===== src/inc/sls_pkg.sv =====
// Constants for the switch logic and scene block
package sls_pkg;

	// ------------------------------------------------------------
	// Register offsets
	// ------------------------------------------------------------
	localparam logic [3:0] OFS_CTRL   = 4'h0;
	localparam logic [3:0] OFS_STATUS = 4'h1;
	localparam logic [3:0] OFS_SLOT0  = 4'h2;
	localparam int         NUM_SLOTS  = 4;

	// ------------------------------------------------------------
	// Control fields and reset value
	// ------------------------------------------------------------
	localparam int         CTRL_MODE_LSB = 0;
	localparam int         CTRL_C1_ACT   = 2;
	localparam int         CTRL_C2_ACT   = 3;
	localparam int         CTRL_REOPEN   = 4;
	localparam logic [7:0] CTRL_RESET    = 8'h1C;

	// ------------------------------------------------------------
	// Status fields
	// ------------------------------------------------------------
	localparam int ST_SWITCH = 0;
	localparam int ST_CONN1  = 1;
	localparam int ST_CONN2  = 2;
	localparam int ST_GATE   = 3;
	localparam int ST_OUT    = 4;
	localparam int ST_FAIL   = 5;

	// ------------------------------------------------------------
	// Scene slot fields and telegram layout
	// ------------------------------------------------------------
	localparam int         SLOT_EN      = 6;
	localparam int         SLOT_VAL     = 7;
	localparam logic [7:0] SLOT_RESET   = 8'h00;
	localparam int         SCN_STORE    = 7;
	localparam int         SCN_RSVD     = 6;

	// ------------------------------------------------------------
	// Logic modes and telegram objects
	// ------------------------------------------------------------
	localparam logic [1:0] MODE_AND  = 2'h0;
	localparam logic [1:0] MODE_OR   = 2'h1;
	localparam logic [1:0] MODE_XOR  = 2'h2;
	localparam logic [1:0] MODE_GATE = 2'h3;

	localparam logic [1:0] OBJ_SWITCH = 2'h0;
	localparam logic [1:0] OBJ_CONN1  = 2'h1;
	localparam logic [1:0] OBJ_CONN2  = 2'h2;
	localparam logic [1:0] OBJ_SCENE  = 2'h3;

endpackage : sls_pkg

===== src/core/sls_scene_table.sv =====
// Scene slot table: numbers, enables and stored output values
`timescale 1ns/1ps
module sls_scene_table (
	input  wire logic       clock,
	input  wire logic       sys_rst,
	input  wire logic       wr_en,
	input  wire logic [1:0] wr_slot,
	input  wire logic [7:0] wr_data,
	input  wire logic       store_en,
	input  wire logic       store_value,
	input  wire logic [5:0] index,
	input  wire logic [1:0] rd_slot,
	output logic      [7:0] rd_data,
	output logic            hit,
	output logic            hit_value
);
	logic [7:0] slot [sls_pkg::NUM_SLOTS];
	logic [sls_pkg::NUM_SLOTS-1:0] match;

	// ------------------------------------------------------------
	// Match against configured scene numbers
	// ------------------------------------------------------------
	always_comb begin
		hit = 1'b0;
		hit_value = 1'b0;
		for (int i = 0; i < sls_pkg::NUM_SLOTS; i++) begin
			match[i] = slot[i][sls_pkg::SLOT_EN] &&
				(slot[i][5:0] == index);
			if (match[i] && !hit) begin
				hit = 1'b1;
				hit_value = slot[i][sls_pkg::SLOT_VAL];
			end
		end
	end

	assign rd_data = slot[rd_slot];

	// ------------------------------------------------------------
	// Storage; a scene store wins over a software write
	// ------------------------------------------------------------
	always_ff @(posedge clock) begin
		for (int i = 0; i < sls_pkg::NUM_SLOTS; i++) begin
			if (sys_rst) begin
				slot[i] <= sls_pkg::SLOT_RESET;
			end else if (store_en && match[i]) begin
				slot[i][sls_pkg::SLOT_VAL] <= store_value;
			end else if (wr_en && wr_slot == 2'(i)) begin
				slot[i] <= wr_data;
			end
		end
	end

endmodule : sls_scene_table


===== src/core/sls_switch_logic.sv =====
// Switch output logic connection and scene decoding
`timescale 1ns/1ps
module sls_switch_logic (
	input  wire logic       clock,
	input  wire logic       sys_rst,
	input  wire logic [3:0] reg_addr,
	input  wire logic [7:0] reg_wdata,
	input  wire logic       reg_wr,
	input  wire logic       reg_rd,
	output logic      [7:0] reg_rdata,
	input  wire logic       tg_valid,
	input  wire logic [1:0] tg_obj,
	input  wire logic [7:0] tg_data,
	input  wire logic       bus_reset,
	input  wire logic       bus_fail,
	output logic            time_in,
	output logic            time_in_strobe,
	output logic            gate_open
);
	// ------------------------------------------------------------
	// State
	// ------------------------------------------------------------
	logic [7:0] ctrl;
	logic       sw;
	logic       conn1;
	logic       conn2;
	logic       gate1;
	logic       gate2;
	logic       fail_q;

	// ------------------------------------------------------------
	// One combining stage
	// ------------------------------------------------------------
	function automatic logic stage(
		input logic [1:0] mode,
		input logic       a,
		input logic       b,
		input logic       act
	);
		logic r;
		r = a;
		if (act) begin
			unique case (mode)
				sls_pkg::MODE_AND:  r = a & b;
				sls_pkg::MODE_OR:   r = a | b;
				sls_pkg::MODE_XOR:  r = a ^ b;
				sls_pkg::MODE_GATE: r = a;
			endcase
		end
		return r;
	endfunction : stage

	// ------------------------------------------------------------
	// Decode
	// ------------------------------------------------------------
	wire [1:0] mode      = ctrl[sls_pkg::CTRL_MODE_LSB +: 2];
	wire       c1_act    = ctrl[sls_pkg::CTRL_C1_ACT];
	wire       c2_act    = ctrl[sls_pkg::CTRL_C2_ACT];
	wire       reopen_en = ctrl[sls_pkg::CTRL_REOPEN];
	wire       gate_mode = mode == sls_pkg::MODE_GATE;

	// Bus reset wins over a telegram in the same cycle
	wire take  = tg_valid && !bus_fail && !bus_reset;
	wire is_sw = take && tg_obj == sls_pkg::OBJ_SWITCH;
	wire is_c1 = take && tg_obj == sls_pkg::OBJ_CONN1;
	wire is_c2 = take && tg_obj == sls_pkg::OBJ_CONN2;
	wire is_sc = take && tg_obj == sls_pkg::OBJ_SCENE
		&& !tg_data[sls_pkg::SCN_RSVD];
	wire [5:0] scn_index = tg_data[5:0];
	wire scn_store = tg_data[sls_pkg::SCN_STORE];

	wire scn_hit;
	wire scn_value;
	wire [7:0] slot_q;

	wire gate_now = (!c1_act || gate1) && (!c2_act || gate2);
	wire recall   = is_sc && !scn_store && scn_hit;
	wire sw_evt   = (is_sw || recall)
		&& (!gate_mode || gate_now);
	wire sw_val   = is_sw ? tg_data[0] : scn_value;

	wire c1_new = is_c1 ? tg_data[0] : conn1;
	wire c2_new = is_c2 ? tg_data[0] : conn2;
	wire sw_new = bus_reset ? 1'b0 : (sw_evt ? sw_val : sw);

	// Two stages in series
	wire comb_out = stage(mode, stage(mode, sw_new, c1_new, c1_act),
		c2_new, c2_act);

	wire recover = fail_q && !bus_fail;
	wire conn_evt = is_c1 || is_c2;
	wire conn_zero = conn_evt && !tg_data[0]
		&& (is_c1 ? c1_act : c2_act);

	// Gate mode: closing forces zero, reopening leaves output alone
	wire gate_upd = sw_evt || conn_zero;
	wire gate_val = conn_zero ? 1'b0 : sw_val;
	wire norm_upd = sw_evt || conn_evt || bus_reset
		|| recover;

	wire next_upd = gate_mode ? gate_upd : norm_upd;
	wire next_out = gate_mode ? gate_val : comb_out;

	wire next_gate1 = is_c1 ? (tg_data[0] ? (gate1 || reopen_en) : 1'b0)
		: gate1;
	wire next_gate2 = is_c2 ? (tg_data[0] ? (gate2 || reopen_en) : 1'b0)
		: gate2;

	// ------------------------------------------------------------
	// Register decode
	// ------------------------------------------------------------
	wire wr_ctrl = reg_wr && reg_addr == sls_pkg::OFS_CTRL;
	wire [3:0] slot_ofs = reg_addr - sls_pkg::OFS_SLOT0;
	wire in_slots = reg_addr >= sls_pkg::OFS_SLOT0
		&& slot_ofs < 4'(sls_pkg::NUM_SLOTS);
	wire wr_slot = reg_wr && in_slots;

	wire [7:0] status = {2'h0, bus_fail, time_in, gate_now,
		conn2, conn1, sw};
	wire [7:0] next_rdata =
		!reg_rd                          ? 8'h00 :
		reg_addr == sls_pkg::OFS_CTRL   ? ctrl :
		reg_addr == sls_pkg::OFS_STATUS ? status :
		in_slots                         ? slot_q : 8'h00;

	// ------------------------------------------------------------
	// Scene table
	// ------------------------------------------------------------
	sls_scene_table u_scene (
		.clock      (clock),
		.sys_rst    (sys_rst),
		.wr_en      (wr_slot),
		.wr_slot    (slot_ofs[1:0]),
		.wr_data    (reg_wdata),
		.store_en   (is_sc && scn_store),
		.store_value(time_in),
		.index      (scn_index),
		.rd_slot    (slot_ofs[1:0]),
		.rd_data    (slot_q),
		.hit        (scn_hit),
		.hit_value  (scn_value)
	);

	// ------------------------------------------------------------
	// Registers
	// ------------------------------------------------------------
	always_ff @(posedge clock) begin
		if (sys_rst) begin
			ctrl <= sls_pkg::CTRL_RESET;
		end else if (wr_ctrl) begin
			ctrl <= reg_wdata;
		end
	end

	always_ff @(posedge clock) begin
		if (sys_rst) begin
			reg_rdata <= 8'h00;
		end else begin
			reg_rdata <= next_rdata;
		end
	end

	// Connection values survive bus reset and bus failure
	always_ff @(posedge clock) begin
		if (sys_rst) begin
			conn1 <= 1'b0;
			conn2 <= 1'b0;
			gate1 <= 1'b1;
			gate2 <= 1'b1;
		end else begin
			conn1 <= c1_new;
			conn2 <= c2_new;
			gate1 <= next_gate1;
			gate2 <= next_gate2;
		end
	end

	always_ff @(posedge clock) begin
		if (sys_rst) begin
			sw <= 1'b0;
			fail_q <= 1'b0;
		end else begin
			sw <= sw_new;
			fail_q <= bus_fail;
		end
	end

	always_ff @(posedge clock) begin
		if (sys_rst) begin
			time_in <= 1'b0;
			time_in_strobe <= 1'b0;
			gate_open <= 1'b1;
		end else begin
			if (next_upd) begin
				time_in <= next_out;
			end
			time_in_strobe <= next_upd;
			gate_open <= (!c1_act || next_gate1)
				&& (!c2_act || next_gate2);
		end
	end

	wire plain_sw = is_sw && !gate_mode;
endmodule : sls_switch_logic


===== config.mk =====
export PLATFORM = sky130hd
export DESIGN_NAME = sls_switch_logic
export DESIGN_NICKNAME = d
export VERILOG_FILES = /design/src/inc/sls_pkg.sv /design/src/core/sls_scene_table.sv /design/src/core/sls_switch_logic.sv
export SDC_FILE = /design/constraint.sdc
export NUM_CORES = 1
export LEC_CHECK = 0
export BUFFER_PORTS_ARGS = -buffer_cell sky130_fd_sc_hd__buf_2
export CAP_MARGIN = 0
export CORE_ASPECT_RATIO = 1.5
export CORE_MARGIN = 8
export CORE_UTILIZATION = 25
export DETAILED_ROUTE_END_ITERATION = 6
export PLACE_DENSITY = 0.38
export SLEW_MARGIN = 20
export SYNTH_ARGS = -nofsm -noshare
export SYNTH_HDL_FRONTEND = slang
export SYNTH_HIERARCHICAL = 1
export SYNTH_SLANG_ARGS = --single-unit
export TNS_END_PERCENT = 100

===== constraint.sdc =====
create_clock -name clock -period 10.11 [get_ports clock]
set_input_delay 2.022 -clock clock [delete_from_list [all_inputs] [get_ports clock]]
set_output_delay 2.022 -clock clock [all_outputs]
set_load 0.1 [all_outputs]

== Word level (Yosys, flattened, before mapping) ==
Memories as Yosys holds them, arrays and structs flattened.
Cells that the tools add are included.
Operators by class
  add/sub/neg operators: 1
  $mul: 0
  divide/modulo/power cells: 0
  $lt $le $gt $ge: 2
  equality and inequality tests: 14
  shift operators: 0
  multiplexer cells: 70
  bitwise logic cells: 19
  reduce and logical (&&, ||, !) cells: 63
Operator list (count)
  1-bit 2-to-1 mux: 61
  1-bit logical AND: 34
  7-bit 2-to-1 mux: 4
  6-bit == test: 4
  8-bit 2-to-1 mux: 3
  1-bit bitwise OR: 14
  1-bit logical OR: 13
  2-bit == test (second input constant): 6
  1-bit logical NOT: 11
  2-bit by 1-bit == test with 1-bit output (second input constant): 3
  2-bit logical NOT: 3
  4-bit by 1-bit == test with 1-bit output (second input constant): 1
  4-bit by 2-bit >= comparator with 1-bit output (second input constant): 1
  4-bit logical NOT: 1
  4-bit by 3-bit < comparator with 1-bit output (second input constant): 1
  1-bit one-hot mux with 4 select lines: 1
  4-bit by 2-bit subtractor with 4-bit output (second input constant): 1
  1-bit one-hot mux with 3 select lines: 1
  1-bit bitwise AND: 2
  2-bit OR reduction: 1
  1-bit bitwise XOR: 2
  1-bit inverter: 1
Word-level totals
  register bits: 25
  bits in latches: 0
  RAM bits: 32
  bits in read-only memories: 0
  bits of input ports: 29
  output and inout port bits: 11
  logic and storage cells: 181
  memories: 1
Memory list
  u_scene.slot: depth 4, width 8, read ports 5, clocked after memory_dff 0, write ports 4, line sls_scene_table.sv:17  | logic [7:0] slot [sls_pkg::NUM_SLOTS];

== Logic depth before layout (Yosys ltp) ==
An unclocked memory read counts as a cell.
  depth after elaboration: 25
  depth in mapped cells: 22
  gate-level depth less buffers: 21

== Modules after synthesis ==
The synthesis kept the hierarchy.
By module, submodules not included
  sls_scene_table: times used 1, cells each 159, area each 1948.1 um^2
  sls_switch_logic: times used 1, cells each 165, area each 1470.2 um^2

== Worst setup path after synthesis ==
No wires, ideal clock.
  path kind: in2reg
  start: in tg_data[2]
  end: reg time_in
  library setup time: 80 ps
  data arrival time: 5570 ps
  data required time: 10030 ps
  setup slack: 4460 ps
  cell stages on the path: 20
  buffers on the path: 1
  cell sequence: buf_2 -> xor2_1 -> nor4_4 -> or3b_1 -> or2_1 -> a31oi_4 -> a211oi_4 -> nor2_1 -> a211o_2 -> inv_1 -> ha_1 -> or2b_2 -> a21oi_1 -> o41ai_1 -> nor2_1 -> ha_1 -> a22oi_1 -> a2111oi_0 -> a21oi_1 -> a211oi_2
On the way
  longest elaborated chain between the ends: 24
RTL lines
  from (decl): line sls_switch_logic.sv:13  | input wire logic [7:0] tg_data,
  6-bit == test: line sls_scene_table.sv:28  | (slot[i][5:0] == index);
  1-bit logical AND: line sls_scene_table.sv:27  | match[i] = slot[i][sls_pkg::SLOT_EN] &&
  1-bit 2-to-1 mux: line sls_scene_table.sv:29  | if (match[i] && !hit) begin
  1-bit logical NOT: line sls_scene_table.sv:29
  1-bit logical AND: line sls_scene_table.sv:29
  1-bit 2-to-1 mux: line sls_scene_table.sv:29
  1-bit logical NOT: line sls_scene_table.sv:29
  1-bit logical AND: line sls_scene_table.sv:29
  (+4 left out)
  via scn_hit: line sls_switch_logic.sv:72  | wire scn_hit;
  (+5 left out)
  via sw_new: line sls_switch_logic.sv:84  | wire sw_new = bus_reset ? 1'b0 : (sw_evt ? sw_val : sw);
  1-bit bitwise XOR, or another cell as far along: line sls_switch_logic.sv:46  | sls_pkg::MODE_XOR: r = a ^ b;
  1-bit one-hot mux with 4 select lines: line sls_switch_logic.sv:43  | unique case (mode)
  1-bit 2-to-1 mux *: line sls_switch_logic.sv:42  | if (act) begin
  1-bit bitwise XOR, or another cell as far along: line sls_switch_logic.sv:46
  1-bit one-hot mux with 3 select lines: line sls_switch_logic.sv:43
  1-bit 2-to-1 mux *: line sls_switch_logic.sv:42
  1-bit 2-to-1 mux *: line sls_switch_logic.sv:102  | wire next_out = gate_mode ? gate_val : comb_out;
  to (signal assigned): line sls_switch_logic.sv:195  | time_in <= next_out;
  to (decl): line sls_switch_logic.sv:16  | output logic time_in,
The timed path passes the listed nets; every way through them passes the cells marked *.
A chain may end at the register's enable or synchronous reset.

== Worst setup path in the final report ==
  start: in tg_data[4]
  end: reg time_in
Same word-level chain as after synthesis.

==> impl_metrics.csv <==
group,metric,value,unit
clocking,ctsRootBufferMaster,"clkbuf_16",
floorplan,core,13400,sq um
synthesis,synthFlopType,"edfxtp_1",
critical_path,crit_family,"compound AO/OA/AOI/OAI gates",
critical_path,worstSetupPathType,"in -> reg",
synthesis,yosys.area.top_type,"edfxtp_1",
power_and_ir_drop,ir_worst_vdd,0.0692,mV
critical_path,crit_path_end_kind,"flip-flop",
clocking,clkSinkCount,57,
synthesis,yosys-top-cells-area,"edfxtp_1 28%, dfxtp_1 15%, and2_1 5.3%",
floorplan,rows,52,
critical_path,cp_cell_sequence,"buf_2, xnor2_1, nand4_1, nor4_4, or3b_1, or2_1, a31oi_4, a211oi_4, nor2_1, a211o_2, inv_1, ha_1, or2b_2, a21oi_1, o41ai_1, nor2_1, ha_1, a22oi_1, a2111oi_0, a21oi_1, a211oi_2",
clocking,cts_buffer_depth,2,
routing,vias,2497,
synthesis,ys_ff_latch,57,
routing,top_layer_used,"met4",
job,cap_violations,0,
synthesis,synth_compound_area_share,11.1,%
synthesis,synthDominantCellAreaShare,28.1,%
synthesis,synthMuxAreaShare,9.66,%
routing,dr_wl_met3,353,um
synthesis,synth-edff-count,32,
grt,grt_pass1_wl,15.4,mm
floorplan,dieArea,17700,sq um
critical_path,critPathLaunchType,"input port",
placed_design,port-buffer-count,39,
synthesis,yosysMostFrequentCell,"edfxtp_1",
synthesis,synth_nets,363,
synthesis,yosys.area_share.xor_xnor,6.41,%
routing,via_per_inst,4.74,
grt,globalRouteTotalUtil,11.4,%
timing,hold_violations,0,
critical_path,crit_buf_inv,2,
critical_path,critPathArrivalTime,6150,ps
timing,fin_worst_skew,9.27,ps
timing,max_freq,169,MHz
synthesis,synthCells,324,
worst_hold_path,hold-path-cell-count,1,
routing,first_iter_violations,135,
run_status,status,"finished, final reports clean",
critical_path,required,10350,ps
timing,period_needed,5910,ps
timing,slew_headroom,33.6,%
synthesis,synth-async-reset-ratio,0,%
critical_path,path_depth,21,
placed_design,place_hpwl,7.88,mm
power_and_ir_drop,p_leak,1.61,nW
synthesis,yosysWarnings,6,
floorplan,die_w,111,um
synthesis,synth_top_family_by_area,"simple AND/OR/NAND/NOR gates",
grt,antenna_found_initial,0,
clocking,clk_pin_slew,50,ps
routing,postRouteWirelength,10.0,mm
cells_and_area,layout-drive-gt1-share,21.6,%
placed_design,place_congestion,0.791,
routing,route.met2.wl,5.25,mm
synthesis,synthAdderAreaFrac,3.66,%
synthesis,seq_area_frac_synth,42.8,%
routing,met1_length,4.28,mm
clocking,cts_made_buffers,9,
synthesis,synth_area,3420,sq um
cells_and_area,num_antenna_cells,0,
timing,worst_slew_pin_slew,989,ps
cells_and_area,synthToLayoutAreaGrowth,19.0,%
floorplan,initial_utilization,25.5,%
synthesis,avgSynthCellArea,10.6,sq um
timing,grt_setup_unrepaired,"false",
routing,firstDrtPassIters,4,
power_and_ir_drop,p_total,664,uW
floorplan,io_pins,40,
routing,route.detailed.drc,0,
grt,gr-total-overflow,0,
critical_path,cp_slowest_cell,"a2111oi_0",
clocking,clk_latency,330,ps
timing,setup_viol,0,
synthesis,netlist_top_cells_count,"32 x edfxtp_1, 30 x nor2_1, 29 x and2_1",
clocking,cts_tree,"built",
clocking,cts_hold_buf,0,
routing,ant_nets,0,
timing,slew_violations,0,
critical_path,critical-path-max-stage-delay,460,ps
critical_path,cp_max_fo,7,
timing,period_share,58.4,%
timing,tns,0,ps
grt,grt_max_degree,30,
clocking,post_cts_resized,0,
clocking,postCtsSetupRepairBufs,0,
cells_and_area,nNetsFinal,399,
floorplan,die_y,159,um
grt,first_global_vias,2585,
power_and_ir_drop,power_density,163,nW/um^2
clocking,htree_levels,3,
synthesis,synth_cell_types,58,
critical_path,reg2reg_depth,20,
worst_hold_path,hold_path_class,"reg -> reg",
routing,wire_per_inst,19.1,um
synthesis,yosys.area_share.simple,21.3,%
cell families (layout without fill, tap and decap cells):
family | Yosys count | in the layout
AOI/OAI and AO/OA | 47 | 47
xor gates and xnor gates | 25 | 25
adders and majority gates | 10 | 10
buffers and inverters | 41 | 82
DFF | 57 | 57
muxes | 23 | 23
and+or+nand+nor | 121 | 121
stage by stage:
| step | std cells | setup WS [ps] | utilization, % | instance area, sq um | hold WS (ps) |
|---|---|---|---|---|---|
| 3_3_place_gp | 511 | 3950 | 28.0 | 3750 | 479 |
| 5_1_grt | 527 | 3920 | 30.3 | 4070 | 530 |
| 6_report | 527 | 4200 | 30.3 | 4070 | 493 |
| 2_1_floorplan | 324 | 4460 | - | 3420 | 459 |
| 4_1_cts | 527 | 4170 | 30.3 | 4070 | 503 |
| 3_5_place_dp | 511 | 3850 | 28.0 | 3750 | 490 |
power by group:
part           switching (mW)  leakage, nW  internal [mW]
sequential            0.00812        0.509          0.256
combinational          0.0514        0.951         0.0285
clock                   0.108        0.152          0.212
total                   0.167         1.61          0.497
state kept, by name, indices dropped and copies added, names as in the netlist:
register        cells
gate2               1
gate_open           1
gate1               1
fail_q              1
time_in             1
time_in_strobe      1
sw                  1
reg_rdata           8
conn2               1
conn1               1
ctrl                8
u_scene/slot       32
placed cells by master, fill, tap and decap left out, types with 4 or more instances in the layout:
cell type  count
nor2_1        30
dfxtp_1       25
inv_1         25
and2_1        29
a31oi_1        5
a21oi_1       11
nand2_1       10
mux4_2         8
nor3_1         6
buf_2         39
mux2i_1       15
xor2_1         6
nand3_1       11
edfxtp_1      32
xnor2_1       19
nand3b_1       6
ha_1          10
nor2b_1        5
clkbuf_16     10
a211o_1        4
final timing paths:
kind / to / startpoint / slack, ps
setup / recovery: time_in / tg_data[4] / 4200
hold / removal: ctrl[3] / ctrl[3] / 490
setup reg to reg: time_in / u_scene/slot[2][4] / 5600
hold reg to reg: ctrl[3] / ctrl[3] / 490
layer usage:
metal	global-route usage [%]	up-vias
li1	-	1219
met1	12.7	1209
met2	20.2	61
met3	2.68	8
met4	4.44	0
met5	0	-
layout make-up:
cell class / count / area (sq um)
inverter: 25 / 93.8
tap: 162 / 203
clock inverter: 4 / 50.0
sequential: 57 / 1460
multi-input combinational: 226 / 1780
timing repair buffer: 41 / 210
fill: 1415 / 9340
clock buffer: 12 / 268
Power figures use the tool's default switching activity.
